## src/shared/fcr_pkg.sv

```systemverilog
package fcr_pkg;

    // ----------------------------------------------------------------
    // Bus geometry
    // ----------------------------------------------------------------
    localparam int ADDR_W = 4;
    localparam int DATA_W = 32;
    localparam int BE_W = 4;

    // Byte offsets of the register words.
    localparam logic [ADDR_W-1:0] OFF_COMBINED = 4'h0;
    localparam logic [ADDR_W-1:0] OFF_HARD = 4'h4;
    localparam logic [ADDR_W-1:0] OFF_CTRL = 4'h8;

    // ----------------------------------------------------------------
    // Usage-fault cause layout (16-bit subregister)
    // ----------------------------------------------------------------
    localparam int UF_W = 16;
    localparam int UF_LSB = 16;
    localparam int UF_ZERO_DIV = 9;
    localparam int UF_UNALIGNED = 8;
    localparam int UF_STACK_OVF = 4;
    localparam int UF_NO_COPROC = 3;
    localparam int UF_BAD_RET_PC = 2;
    localparam int UF_BAD_STATE = 1;
    localparam int UF_UNDEF_OP = 0;
    localparam logic [UF_W-1:0] UF_IMPL = 16'h031F;
    localparam logic [UF_W-1:0] UF_RESET = 16'h0000;
    localparam int UF_BANKS = 2;

    // ----------------------------------------------------------------
    // Hard-fault cause layout
    // ----------------------------------------------------------------
    localparam int HF_W = 32;
    localparam int HF_DEBUG_EVT = 31;
    localparam int HF_FORCED = 30;
    localparam int HF_VECT_FETCH = 1;
    localparam logic [HF_W-1:0] HF_IMPL = 32'hC000_0002;
    localparam logic [HF_W-1:0] HF_RESET = 32'h0000_0000;

    // ----------------------------------------------------------------
    // Fault control word
    // ----------------------------------------------------------------
    localparam int CTRL_NS_OWN = 0;
    localparam logic CTRL_NS_OWN_RESET = 1'b0;
    localparam logic [DATA_W-1:0] RDATA_NONE = 32'h0000_0000;
    localparam logic [DATA_W-1:0] PC_RESET = 32'h0000_0000;

endpackage

```

## src/shared/fcr_reg_if.sv

```systemverilog
`timescale 1ns/10ps
`default_nettype none

// Register access strobe, write data and read data between bus slave and register file.
interface fcr_reg_if;
    import fcr_pkg::*;

    logic wr_stb;
    logic [ADDR_W-1:0] addr;
    logic [DATA_W-1:0] wdata;
    logic [DATA_W-1:0] byte_mask;
    logic nonsecure;
    logic [DATA_W-1:0] rdata;

    modport bus_side (output wr_stb, output addr, output wdata, output byte_mask,
                      output nonsecure, input rdata);
    modport reg_side (input wr_stb, input addr, input wdata, input byte_mask,
                      input nonsecure, output rdata);
endinterface

`default_nettype wire

```

## src/core/fcr_fault_cause.sv

```systemverilog
// Decided for this implementation: the address map and the Avalon-MM register port.
`timescale 1ns/10ps
`default_nettype none

// Notes on behaviour
// - divide by zero sets usage bit 9.
// - unaligned access sets usage bit 8.
// - stack overflow sets usage bit 4.
// - absent or disabled coprocessor sets bit 3.
// - integrity check error sets usage bit 2.
// - bad Thumb or if-then state sets bit 1.
// - undefined instruction sets usage bit 0.
// - usage flags are zero after reset.
// - flags sticky; write one clears, zero keeps.
// - usage flags banked per security state.
// - one hard-fault register shared by both states.
// - ownership zero hides bits 31,30,1 from nonsecure.
// - escalated configurable fault sets forced bit 30.
// - failed vector table read sets bit 1.
// - vector read error always goes to hard fault.
// - vector fault stacks the pre-empted instruction address.
// - combined word accepts byte, halfword or word access.
module fcr_fault_cause #(
    parameter bit SEC_EXT = 1'b1
) (
    input wire logic clk_sys,
    input wire logic reset,
    // Register bus.
    input wire logic [fcr_pkg::ADDR_W-1:0] avs_address,
    input wire logic avs_read,
    input wire logic avs_write,
    input wire logic [fcr_pkg::DATA_W-1:0] avs_writedata,
    input wire logic [fcr_pkg::BE_W-1:0] avs_byteenable,
    input wire logic avs_nonsecure,
    output logic [fcr_pkg::DATA_W-1:0] avs_readdata,
    output logic avs_waitrequest,
    // Usage-fault events from the execution logic.
    input wire logic fault_nonsecure,
    input wire logic zero_divisor_err,
    input wire logic unaligned_err,
    input wire logic stack_overflow_err,
    input wire logic missing_coprocessor_err,
    input wire logic invalid_return_pc_err,
    input wire logic thumb_state_bit_err,
    input wire logic if_then_state_field_err,
    input wire logic undefined_opcode_err,
    // Hard-fault events from the exception logic.
    input wire logic cfg_fault_req,
    input wire logic cfg_fault_enabled,
    input wire logic cfg_fault_can_take,
    input wire logic vector_fetch_err,
    input wire logic debug_event,
    input wire logic [fcr_pkg::DATA_W-1:0] preempted_pc,
    input wire logic [fcr_pkg::DATA_W-1:0] fault_pc,
    // Results for the exception logic.
    output logic hardfault_req,
    output logic [fcr_pkg::DATA_W-1:0] stacked_pc
);
    import fcr_pkg::*;

    // ----------------------------------------------------------------
    // State
    // ----------------------------------------------------------------
    typedef struct packed {
        logic hf_req_r;
        logic [DATA_W-1:0] stacked_pc_r;
        logic ns_own_r;
    } fcr_top_s;

    fcr_top_s state_r;
    fcr_top_s state_nxt;

    fcr_reg_if rif ();

    logic [UF_W-1:0] uf_set;
    logic [UF_W-1:0] uf_set_bank [UF_BANKS];
    logic [UF_W-1:0] uf_clr_bank [UF_BANKS];
    logic [UF_W-1:0] uf_flags [UF_BANKS];
    logic [HF_W-1:0] hf_set;
    logic [HF_W-1:0] hf_clr;
    logic [HF_W-1:0] hf_flags;
    logic forced_esc;
    logic evt_bank;
    logic acc_bank;
    logic acc_ns;
    logic hf_hidden;
    logic [UF_W-1:0] uf_wr_mask;
    logic [HF_W-1:0] hf_wr_mask;
    logic [DATA_W-1:0] rdata;

    // ----------------------------------------------------------------
    // Bus slave
    // ----------------------------------------------------------------

    // Handshake and write strobe; byte enables become a bit mask.
    fcr_avalon_slave u_slave (
        .clk_sys(clk_sys),
        .reset(reset),
        .avs_address(avs_address),
        .avs_read(avs_read),
        .avs_write(avs_write),
        .avs_writedata(avs_writedata),
        .avs_byteenable(avs_byteenable),
        .avs_nonsecure(avs_nonsecure),
        .avs_readdata(avs_readdata),
        .avs_waitrequest(avs_waitrequest),
        .rif(rif.bus_side)
    );

    // ----------------------------------------------------------------
    // Security view
    // ----------------------------------------------------------------

    // Without the extension every access and event uses the one secure bank.
    assign acc_ns = SEC_EXT & rif.nonsecure;
    assign acc_bank = acc_ns;
    assign evt_bank = SEC_EXT & fault_nonsecure;
    assign hf_hidden = acc_ns & ~state_r.ns_own_r;

    // ----------------------------------------------------------------
    // Usage-fault events
    // ----------------------------------------------------------------

    // Each detected error lands on its own flag position, except the Thumb and if-then state errors, which share bit 1.
    always_comb
    begin
        uf_set = '0;
        uf_set[UF_ZERO_DIV] = zero_divisor_err;
        uf_set[UF_UNALIGNED] = unaligned_err;
        uf_set[UF_STACK_OVF] = stack_overflow_err;
        uf_set[UF_NO_COPROC] = missing_coprocessor_err;
        uf_set[UF_BAD_RET_PC] = invalid_return_pc_err;
        uf_set[UF_BAD_STATE] = thumb_state_bit_err | if_then_state_field_err;
        uf_set[UF_UNDEF_OP] = undefined_opcode_err;
    end

    // Write-one mask on the upper halfword; any byte lane pattern is honoured.
    assign uf_wr_mask = (rif.wr_stb && rif.addr == OFF_COMBINED)
        ? (rif.wdata[UF_LSB +: UF_W] & rif.byte_mask[UF_LSB +: UF_W] & UF_IMPL)
        : '0;

    // One sticky bank per security state; only the accessing state's bank is cleared.
    for (genvar g = 0; g < UF_BANKS; g++)
    begin : g_uf_bank
        assign uf_set_bank[g] = (evt_bank == 1'(g)) ? uf_set : '0;
        assign uf_clr_bank[g] = (acc_bank == 1'(g)) ? uf_wr_mask : '0;
        fcr_sticky_bank #(
            .W(UF_W),
            .RESET_VAL(UF_RESET)
        ) u_uf_bank (
            .clk_sys(clk_sys),
            .reset(reset),
            .set_evt(uf_set_bank[g]),
            .clr_mask(uf_clr_bank[g]),
            .flags(uf_flags[g])
        );
    end

    // ----------------------------------------------------------------
    // Hard-fault events
    // ----------------------------------------------------------------

    // A configurable fault that is disabled or cannot pre-empt escalates.
    assign forced_esc = cfg_fault_req & (~cfg_fault_enabled | ~cfg_fault_can_take);

    // Hard-fault cause flags in their documented positions.
    always_comb
    begin
        hf_set = '0;
        hf_set[HF_DEBUG_EVT] = debug_event;
        hf_set[HF_FORCED] = forced_esc;
        hf_set[HF_VECT_FETCH] = vector_fetch_err;
    end

    // Nonsecure writes are ignored while the hard-fault bits are hidden.
    assign hf_wr_mask = (rif.wr_stb && rif.addr == OFF_HARD && !hf_hidden)
        ? (rif.wdata & rif.byte_mask & HF_IMPL)
        : '0;
    assign hf_clr = hf_wr_mask;

    // A single bank serves both security states.
    fcr_sticky_bank #(
        .W(HF_W),
        .RESET_VAL(HF_RESET)
    ) u_hf_bank (
        .clk_sys(clk_sys),
        .reset(reset),
        .set_evt(hf_set),
        .clr_mask(hf_clr),
        .flags(hf_flags)
    );

    // ----------------------------------------------------------------
    // Read data
    // ----------------------------------------------------------------

    // Read mux; unmapped offsets and the lower combined halfword read zero.
    always_comb
    begin
        rdata = RDATA_NONE;
        unique case (rif.addr)
            OFF_COMBINED:
            begin
                rdata[UF_LSB +: UF_W] = uf_flags[acc_bank];
            end
            OFF_HARD:
            begin
                rdata = hf_hidden ? RDATA_NONE : hf_flags;
            end
            OFF_CTRL:
            begin
                rdata[CTRL_NS_OWN] = state_r.ns_own_r;
            end
            default:
            begin
                rdata = RDATA_NONE;
            end
        endcase
    end
    assign rif.rdata = rdata;

    // ----------------------------------------------------------------
    // Control and exception results
    // ----------------------------------------------------------------

    // Ownership is writable from secure state only; a vector read error
    // always requests the hard-fault handler and stacks the pre-empted address.
    always_comb
    begin
        state_nxt = state_r;
        state_nxt.hf_req_r = forced_esc | vector_fetch_err;
        if (vector_fetch_err)
        begin
            state_nxt.stacked_pc_r = preempted_pc;
        end
        else if (forced_esc)
        begin
            state_nxt.stacked_pc_r = fault_pc;
        end
        if (rif.wr_stb && rif.addr == OFF_CTRL && !acc_ns && rif.byte_mask[CTRL_NS_OWN])
        begin
            state_nxt.ns_own_r = rif.wdata[CTRL_NS_OWN];
        end
    end

    // Control state clears at reset.
    always_ff @(posedge clk_sys or posedge reset)
    begin
        if (reset)
        begin
            state_r <= '{hf_req_r: 1'b0, stacked_pc_r: PC_RESET, ns_own_r: CTRL_NS_OWN_RESET};
        end
        else
        begin
            state_r <= state_nxt;
        end
    end

    assign hardfault_req = state_r.hf_req_r;
    assign stacked_pc = state_r.stacked_pc_r;
endmodule

`default_nettype wire

```

## src/core/fcr_sticky_bank.sv

```systemverilog
`timescale 1ns/10ps
`default_nettype none

// Sticky flags: events set bits, a clear mask drops them, a set beats a clear.
module fcr_sticky_bank #(
    parameter int W = 16,
    parameter logic [W-1:0] RESET_VAL = '0
) (
    input wire logic clk_sys,
    input wire logic reset,
    input wire logic [W-1:0] set_evt,
    input wire logic [W-1:0] clr_mask,
    output logic [W-1:0] flags
);
    import fcr_pkg::*;

    typedef struct packed {
        logic [W-1:0] flags_r;
    } fcr_bank_s;

    fcr_bank_s state_r;
    fcr_bank_s state_nxt;

    // Clear only where a one was written, then apply new events on top.
    always_comb
    begin
        state_nxt = state_r;
        state_nxt.flags_r = (state_r.flags_r & ~clr_mask) | set_evt;
    end

    // Flags hold zero from reset until a fault arrives.
    always_ff @(posedge clk_sys or posedge reset)
    begin
        if (reset)
        begin
            state_r <= '{flags_r: RESET_VAL};
        end
        else
        begin
            state_r <= state_nxt;
        end
    end

    assign flags = state_r.flags_r;
endmodule

`default_nettype wire

```

## src/core/fcr_avalon_slave.sv

```systemverilog
`timescale 1ns/10ps
`default_nettype none

// Avalon-MM slave with one wait cycle; read data and waitrequest come from flops.
module fcr_avalon_slave (
    input wire logic clk_sys,
    input wire logic reset,
    input wire logic [fcr_pkg::ADDR_W-1:0] avs_address,
    input wire logic avs_read,
    input wire logic avs_write,
    input wire logic [fcr_pkg::DATA_W-1:0] avs_writedata,
    input wire logic [fcr_pkg::BE_W-1:0] avs_byteenable,
    input wire logic avs_nonsecure,
    output logic [fcr_pkg::DATA_W-1:0] avs_readdata,
    output logic avs_waitrequest,
    fcr_reg_if.bus_side rif
);
    import fcr_pkg::*;

    typedef struct packed {
        logic wait_r;
        logic [DATA_W-1:0] rdata_r;
    } fcr_slave_s;

    fcr_slave_s state_r;
    fcr_slave_s state_nxt;
    logic [DATA_W-1:0] mask;

    // Expand byte enables into a bit mask.
    always_comb
    begin
        for (int b = 0; b < BE_W; b++)
        begin
            mask[b*8 +: 8] = {8{avs_byteenable[b]}};
        end
    end

    // A write takes effect at the edge where waitrequest is seen low.
    assign rif.wr_stb = avs_write & ~state_r.wait_r;
    assign rif.addr = avs_address;
    assign rif.wdata = avs_writedata;
    assign rif.byte_mask = mask;
    assign rif.nonsecure = avs_nonsecure;

    // First cycle of a request samples read data and drops waitrequest for one cycle.
    always_comb
    begin
        state_nxt = state_r;
        state_nxt.wait_r = 1'b1;
        if ((avs_read | avs_write) & state_r.wait_r)
        begin
            state_nxt.wait_r = 1'b0;
            state_nxt.rdata_r = avs_read ? rif.rdata : RDATA_NONE;
        end
    end

    // Waitrequest stands high while idle.
    always_ff @(posedge clk_sys or posedge reset)
    begin
        if (reset)
        begin
            state_r <= '{wait_r: 1'b1, rdata_r: RDATA_NONE};
        end
        else
        begin
            state_r <= state_nxt;
        end
    end

    assign avs_readdata = state_r.rdata_r;
    assign avs_waitrequest = state_r.wait_r;
endmodule

`default_nettype wire

```

## config.mk

```make
export PLATFORM = sky130hd
export DESIGN_NAME = fcr_fault_cause
export DESIGN_NICKNAME = d
export VERILOG_FILES = /design/src/shared/fcr_pkg.sv /design/src/shared/fcr_reg_if.sv /design/src/core/fcr_fault_cause.sv /design/src/core/fcr_sticky_bank.sv /design/src/core/fcr_avalon_slave.sv
export SDC_FILE = /design/constraint.sdc
export NUM_CORES = 1
export LEC_CHECK = 0
export ABC_CLOCK_PERIOD_IN_PS = 1600
export BUFFER_PORTS_ARGS = -buffer_cell sky130_fd_sc_hd__buf_4
export CORE_ASPECT_RATIO = 1.75
export CORE_MARGIN = 2
export CORE_UTILIZATION = 46
export CTS_CLUSTER_DIAMETER = 100
export CTS_CLUSTER_SIZE = 12
export DETAILED_ROUTE_END_ITERATION = 12
export PLACE_DENSITY = 0.72
export RECOVER_POWER = 50
export SYNTH_ARGS = -nofsm -noshare
export SYNTH_HDL_FRONTEND = slang
export SYNTH_HIERARCHICAL = 1
export SYNTH_SLANG_ARGS = --single-unit
```

## constraint.sdc

```tcl
create_clock -name clk_sys -period 1.6 [get_ports clk_sys]
set_input_delay 0.08 -clock clk_sys [delete_from_list [all_inputs] [get_ports clk_sys]]
set_output_delay 0.08 -clock clk_sys [all_outputs]
set_load 0.02 [all_outputs]
```

==> results of run 1 <==
power by group:
| group | total [mW] | switching [mW] | internal [mW] | leakage, nW |
|---|---|---|---|---|
| Clock | 3.85 | 1.49 | 2.36 | 0.279 |
| Combinational | 1.36 | 0.674 | 0.682 | 2.46 |
| Sequential | 3.63 | 0.115 | 3.51 | 1.50 |
layer usage:
metal / track usage, % / part of all wire (%)
met5: 0 / 0
met1: 24.2 / 37
met4: 10.4 / 2.8
met2: 40.6 / 54
met3: 5.68 / 6.0
stage by stage:
stage / util (%) / hold WS, ns / cell area (um^2) / total power [mW]
final: 66.5 / 0.0306 / 8900 / 8.84
after global routing: 66.5 / 0.0434 / 8900 / 9.25
after CTS: 66.7 / 0.00290 / 8930 / 8.93
after detailed placement: 57.0 / 0.166 / 7620 / 4.84
after global placement: 57.0 / 0.148 / 7620 / 4.80
after floorplan: - / -0.00626 / 6660 / 4.47
area by class of cell:
class                           instances  share of cell area (%)
Timing Repair Buffer                  250                    23.1
Inverter                               71                    2.99
Sequential cell                       131                    36.8
Clock buffer                           19                    4.97
Clock inverter                         13                    1.69
Tap cell                              174                    2.45
Multi-Input combinational cell        419                    28.0
registers in the layout, indices dropped and copies added (netlist names):
signal,cells
u_hf_bank/flags,32
hardfault_req,1
state_r,1
u_slave/avs_waitrequest,1
g_uf_bank.u_uf_bank/flags,32
u_slave/avs_readdata,32
stacked_pc,32
worst register-to-register path: cells and delay by family, from the launching register on:
kind	cells	cell delay, ns
and+or+nand+nor	3	0.69
DFF	1	0.38
buffers and inverters	1	0.06
AOI/OAI and AO/OA	1	0.18
repair_timing:
| item | CTS | global route |
|---|---|---|
| hold endpoints to repair | 173 | 0 |
| hold buffers | 71 | 0 |
| endpoints found under the setup margin | 0 | 0 |
| buffers inserted | 0 | 0 |
worst paths after layout:
check | start | depth (start not counted) | end
worst max-delay path | u_slave/avs_waitrequest | 5 | g_uf_bank[0].u_uf_bank/flags[9]
min in group asynchronous | reset | 4 | u_hf_bank/flags[22]
worst min register to register | u_hf_bank/flags[5] | 1 | u_hf_bank/flags[5]
worst min-delay path | thumb_state_bit_err | 4 | g_uf_bank[0].u_uf_bank/flags[1]
worst max register to register | u_slave/avs_waitrequest | 5 | g_uf_bank[0].u_uf_bank/flags[9]
max in group asynchronous | reset | 4 | g_uf_bank[1].u_uf_bank/flags[5]
placed cells by master (no fill, tap or decap), types with 16 or more instances in the layout:
| cell | count |
|---|---|
| nor2b_1 | 39 |
| dlygate4sd3_1 | 71 |
| nand2_1 | 39 |
| dfrtp_1 | 130 |
| a21oi_1 | 64 |
| conb_1 | 94 |
| and2_1 | 16 |
| buf_4 | 170 |
| a22o_1 | 32 |
| mux2i_1 | 16 |
| clkbuf_16 | 17 |
| inv_1 | 71 |
| o2bb2ai_1 | 16 |
| nor2_1 | 16 |
| a21o_1 | 64 |
==> results by group, run 1 <==
Setup path
  • Worst path slowest cell: dfstp_2
  • Kind of critical path: register to register
  • Crit Path Max Fanout: 7
  • Reg2reg setup slack: 0.17 ns
  • Delay-heaviest family, CP: simple AND/OR/NAND/NOR gates
  • Slowest stage delay, CP: 0.38 ns
  • WP buf/inv: 1
  • Worst EP required: 1.89 ns
  • CP Cell Sequence: and2b_2, nand3b_1, nor2_1, inv_1, a21o_1
  • Crit. End Element: register
  • Crit start category: register
  • WP data arrival: 1.72 ns

CTS
  • Clk slew on worst S/H paths: 0.06 ns
  • Post-CTS Resized: 0
  • CTS tree: yes
  • Total CTS buffers: 17
  • Worst-Skew Late Latency: 0.40 ns
  • Clock Sinks: 131
  • Clk root buf: clkbuf_16
  • CTS H-Tree Depth: 4
  • CTS max path bufs: 2

GRT
  • Largest net degree at the start of global routing: 53
  • Initial antenna violation count: 0
  • First-pass GRT wire length: 26.2 mm
  • Overall Global Routing Usage: 22.5%
  • Total grt overflow: 0
  • Vias in the first global route: 5635

Route
  • DR vias: 5117
  • DR DRC count: 0
  • WL final: 15.8 mm
  • Total iterations of the first detailed-routing run: 4
  • 1st-iter DRT viols: 192
  • Post-route ant nets: 0
  • Via density: 4.75
  • Routed WL per cell: 14.6 um

Floorplanning
  • Row Count: 56
  • Starting Density: 47.2%
  • Chip height: 159 um
  • Ports: 189
  • Core Area: 0.0134 mm^2
  • Die W: 92.6 um
  • Die area: 0.0147 mm^2

Layout
  • Final net count: 1013
  • FF+latch area: 0.00328 mm^2
  • Antenna diodes: 0
  • Multi-input gate area in the final layout: 0.00249 mm^2
  • Share of post-route cells with drive strength above 1: 24.7%
  • Layout Area Growth over Synthesis: 41.0%
  • Fillers: 1026
  • Final std cells w/o fill: 1077

Timing
  • Worst-Margin Slew: 1.11 ns
  • Worst Skew: 0.00677 ns
  • Min Tclk post-route: 1.43 ns
  • Upper clock frequency limit: 0.700 GHz
  • Final Hold Vio Count: 0
  • Setup WS post-layout: 0.172 ns
  • Slew Viols, Final: 0
  • Endpoints failing setup: 0
  • Total Negative Setup Slacks: 0 ns
  • RSZ-0062 raised after global routing: no
  • Relative slew margins: 26.2%
  • Final period util: 89.2%

Place
  • Placed cell count: 974
  • IO buf count: 166
  • Pre-CTS WS: 0.0116 ns
  • Routability-driven placement congestion ratio: 0.789
  • Dpl hpwl: 10.5 mm

Yosys
  • Synth Instances: 616
  • Netlist Area Pre-Place: 0.00631 mm^2
  • Synth warn: 6
  • Syn_area_per_cell: 10.2 um^2

Power
  • Pwr per Cell Area: 993 mW/mm^2
  • Pleak: 4.24 nW
  • Max rail drop VDD: 0.623 mV

Min path
  • Worst hold path type: primary input to register

Outcome
  • Outcome: complete, no violations

Flow run
  • # Max-Cap Violations: 0
Note: power is estimated with default switching activity, not from simulation.
==> inputs of run 2 (changes only) <==
--- a/config.mk
+++ b/config.mk
@@ -5,7 +5,7 @@
 export SDC_FILE = /design/constraint.sdc
 export NUM_CORES = 1
 export LEC_CHECK = 0
-export ABC_CLOCK_PERIOD_IN_PS = 1600
+export ABC_CLOCK_PERIOD_IN_PS = 1450
 export BUFFER_PORTS_ARGS = -buffer_cell sky130_fd_sc_hd__buf_4
 export CORE_ASPECT_RATIO = 1.75
 export CORE_MARGIN = 2
==> constraint.sdc (replaced) <==
create_clock -name clk_sys -period 1.45 [get_ports clk_sys]
set_input_delay 0.0725 -clock clk_sys [delete_from_list [all_inputs] [get_ports clk_sys]]
set_output_delay 0.0725 -clock clk_sys [all_outputs]
set_load 0.02 [all_outputs]
==> run 2 against run 1 <==
Setup slack got worse by 0.072 ns. Critical path depth fell by 2. Power increased by 8.3%. Critical path type unchanged. Highest routed layer unchanged. Clock skew fell by 0.00088 ns. First-iteration DRC count is 16% higher. Sequential share of layout area fell by 0.30 points. Maximum frequency increased by 5.8%. Flip-flop and latch count unchanged. Final area rose by 0.82%. Core utilization up 0.54 points.
==> results by group, run 2 (same netlist as run 1, synthesis figures left out) <==
GRT
  • First-pass GRT wire length: 25.9 mm
  • Initial antenna violation count: 0
  • Overall Global Routing Usage: 22.2%
  • Total grt overflow: 0
  • Vias in the first global route: 5434
  • Largest net degree at the start of global routing: 67

Timing
  • Final Hold Vio Count: 0
  • RSZ-0062 raised after global routing: no
  • Worst Skew: 0.00590 ns
  • Relative slew margins: 39.0%
  • Worst-Margin Slew: 0.916 ns
  • Slew Viols, Final: 0
  • Min Tclk post-route: 1.35 ns
  • Hold slack: 0.0462 ns
  • Endpoints failing setup: 0
  • Upper clock frequency limit: 0.741 GHz
  • Final period util: 93.1%

CTS
  • Clk root buf: clkbuf_16
  • CTS tree: yes
  • Setup bufs post-CTS: 0
  • Post-CTS Hold Fix Bufs: 74
  • Clock Sinks: 131
  • Clk slew on worst S/H paths: 0.06 ns
  • Post-CTS Resized: 0
  • Worst-Skew Late Latency: 0.40 ns
  • CTS max path bufs: 2
  • Total CTS buffers: 17
  • CTS H-Tree Depth: 4

Floorplanning
  • Ports: 189
  • Starting Density: 47.2%
  • Die W: 92.6 um
  • Die area: 0.0147 mm^2
  • Chip height: 159 um
  • Core Area: 0.0134 mm^2
  • Row Count: 56

Place
  • IO buf count: 166
  • Routability-driven placement congestion ratio: 0.793
  • Dpl hpwl: 10.6 mm

Setup path
  • WP data arrival: 1.64 ns
  • R2R Path Start: u_slave/avs_waitrequest
  • R2R Path End: state_r[0]
  • R2R depth: 3
  • Crit. End Element: register
  • Crit path launch: u_slave/avs_waitrequest
  • Delay-heaviest family, CP: flip-flops
  • Worst path slowest cell: dfstp_2
  • Slowest stage delay, CP: 0.52 ns
  • Crit Path Max Fanout: 4
  • CP Cell Sequence: and2b_2, nand4b_1, mux2_2
  • Kind of critical path: register to register
  • Worst EP required: 1.74 ns
  • Crit start category: register
  • WP buf/inv: 0
  • Reg2reg setup slack: 0.10 ns

Power
  • Max rail drop VDD: 0.743 mV
  • Switching pwr: 2.66 mW
  • Pwr per Cell Area: 1070 mW/mm^2
  • Logic pwr share: 15.8%
  • Clock power frac: 42.4%
  • Pleak: 4.30 nW
  • Sw frac: 27.8%
  • Final Total Pwr: 9.57 mW
  • Internal power: 6.92 mW
  • Sequential power share: 41.9%

Min path
  • Worst hold path type: primary input to register
  • Min-delay src: if_then_state_field_err
  • Worst Hold Path Cells: 4
  • Hold endpoint: g_uf_bank[1].u_uf_bank/flags[1]

Route
  • Post-route ant nets: 0
  • Via density: 4.66
  • DR DRC count: 0
  • 1st-iter DRT viols: 222
  • Total iterations of the first detailed-routing run: 4
  • WL final: 15.8 mm
  • DR vias: 5069
  • Routed WL per cell: 14.5 um

Layout
  • Share of post-route cells with drive strength above 1: 26.0%
  • Final net count: 1023
  • Layout Area Growth over Synthesis: 42.2%
  • Fillers: 1029
  • Most common cell after layout, fill and taps aside: buf_4
  • Antenna diodes: 0
  • Most frequent cells in the layout: buf_4, dfrtp_1, conb_1, dlygate4sd3_1, inv_1

Outcome
  • Outcome: complete, no violations

Flow run
  • # Max-Cap Violations: 0
-- run 2: worst max-delay path by stage --
stage,endpoint,cells after the start
after floorplan,u_hf_bank/flags[31],6
after global placement,u_slave/avs_readdata[22],6
after detailed placement,u_slave/avs_readdata[5],6
after CTS,g_uf_bank[1].u_uf_bank/flags[3],6
after global routing,g_uf_bank[1].u_uf_bank/flags[9],6
final,state_r[0],3
-- run 2: per-stage QoR --
stage                     setup TNS [ns]  setup slack, ns  util (%)  instance area, um^2  std cells
after CTS                              0           0.0932      67.3                 9000       1087
after detailed placement           -2.27           -0.110      57.5                 7690        981
final                                  0            0.100      67.1                 8980       1087
after global routing                   0          0.00835      67.1                 8980       1087
after floorplan                        0          0.00104         -                 6670        709
after global placement             -1.96          -0.0848      57.5                 7690        981
-- run 2: per-layer routing --
layer  global-route usage, %  part of all wire [%]
met1                    24.8                    38
met2                    40.4                    54
met3                    4.87                   6.3
met4                    8.96                   2.1
met5                       0                     0
-- run 2: worst reg2reg max path: cells and delay by family, from the launching register on --
| kind | cells | cell delay, ns |
|---|---|---|
| flip-flops | 1 | 0.52 |
| multiplexers | 1 | 0.34 |
| AND/OR/NAND/NOR | 2 | 0.37 |
-- run 2: area by class of cell --
| cell class | count | area (um^2) | share of cell area (%) |
|---|---|---|---|
| Clock buffer | 17 | 425 | 4.74 |
| Multi-Input combinational cell | 419 | 2490 | 27.8 |
| Inverter | 71 | 267 | 2.97 |
| Clock inverter | 15 | 145 | 1.62 |
| Tap cell | 174 | 218 | 2.43 |
| Sequential cell | 131 | 3280 | 36.5 |
| Timing Repair Buffer | 260 | 2150 | 23.9 |
-- run 2: power by group through the flow --
stage / registers, mW / logic [mW] / clock network (mW)
5_1_grt: 4.03 / 1.65 / 4.35
6_report: 4.01 / 1.51 / 4.05
3_5_place_dp: 4.06 / 1.29 / 0
3_3_place_gp: 4.06 / 1.26 / 0
2_1_floorplan: 4.07 / 0.869 / 0
4_1_cts: 4.00 / 1.51 / 4.16
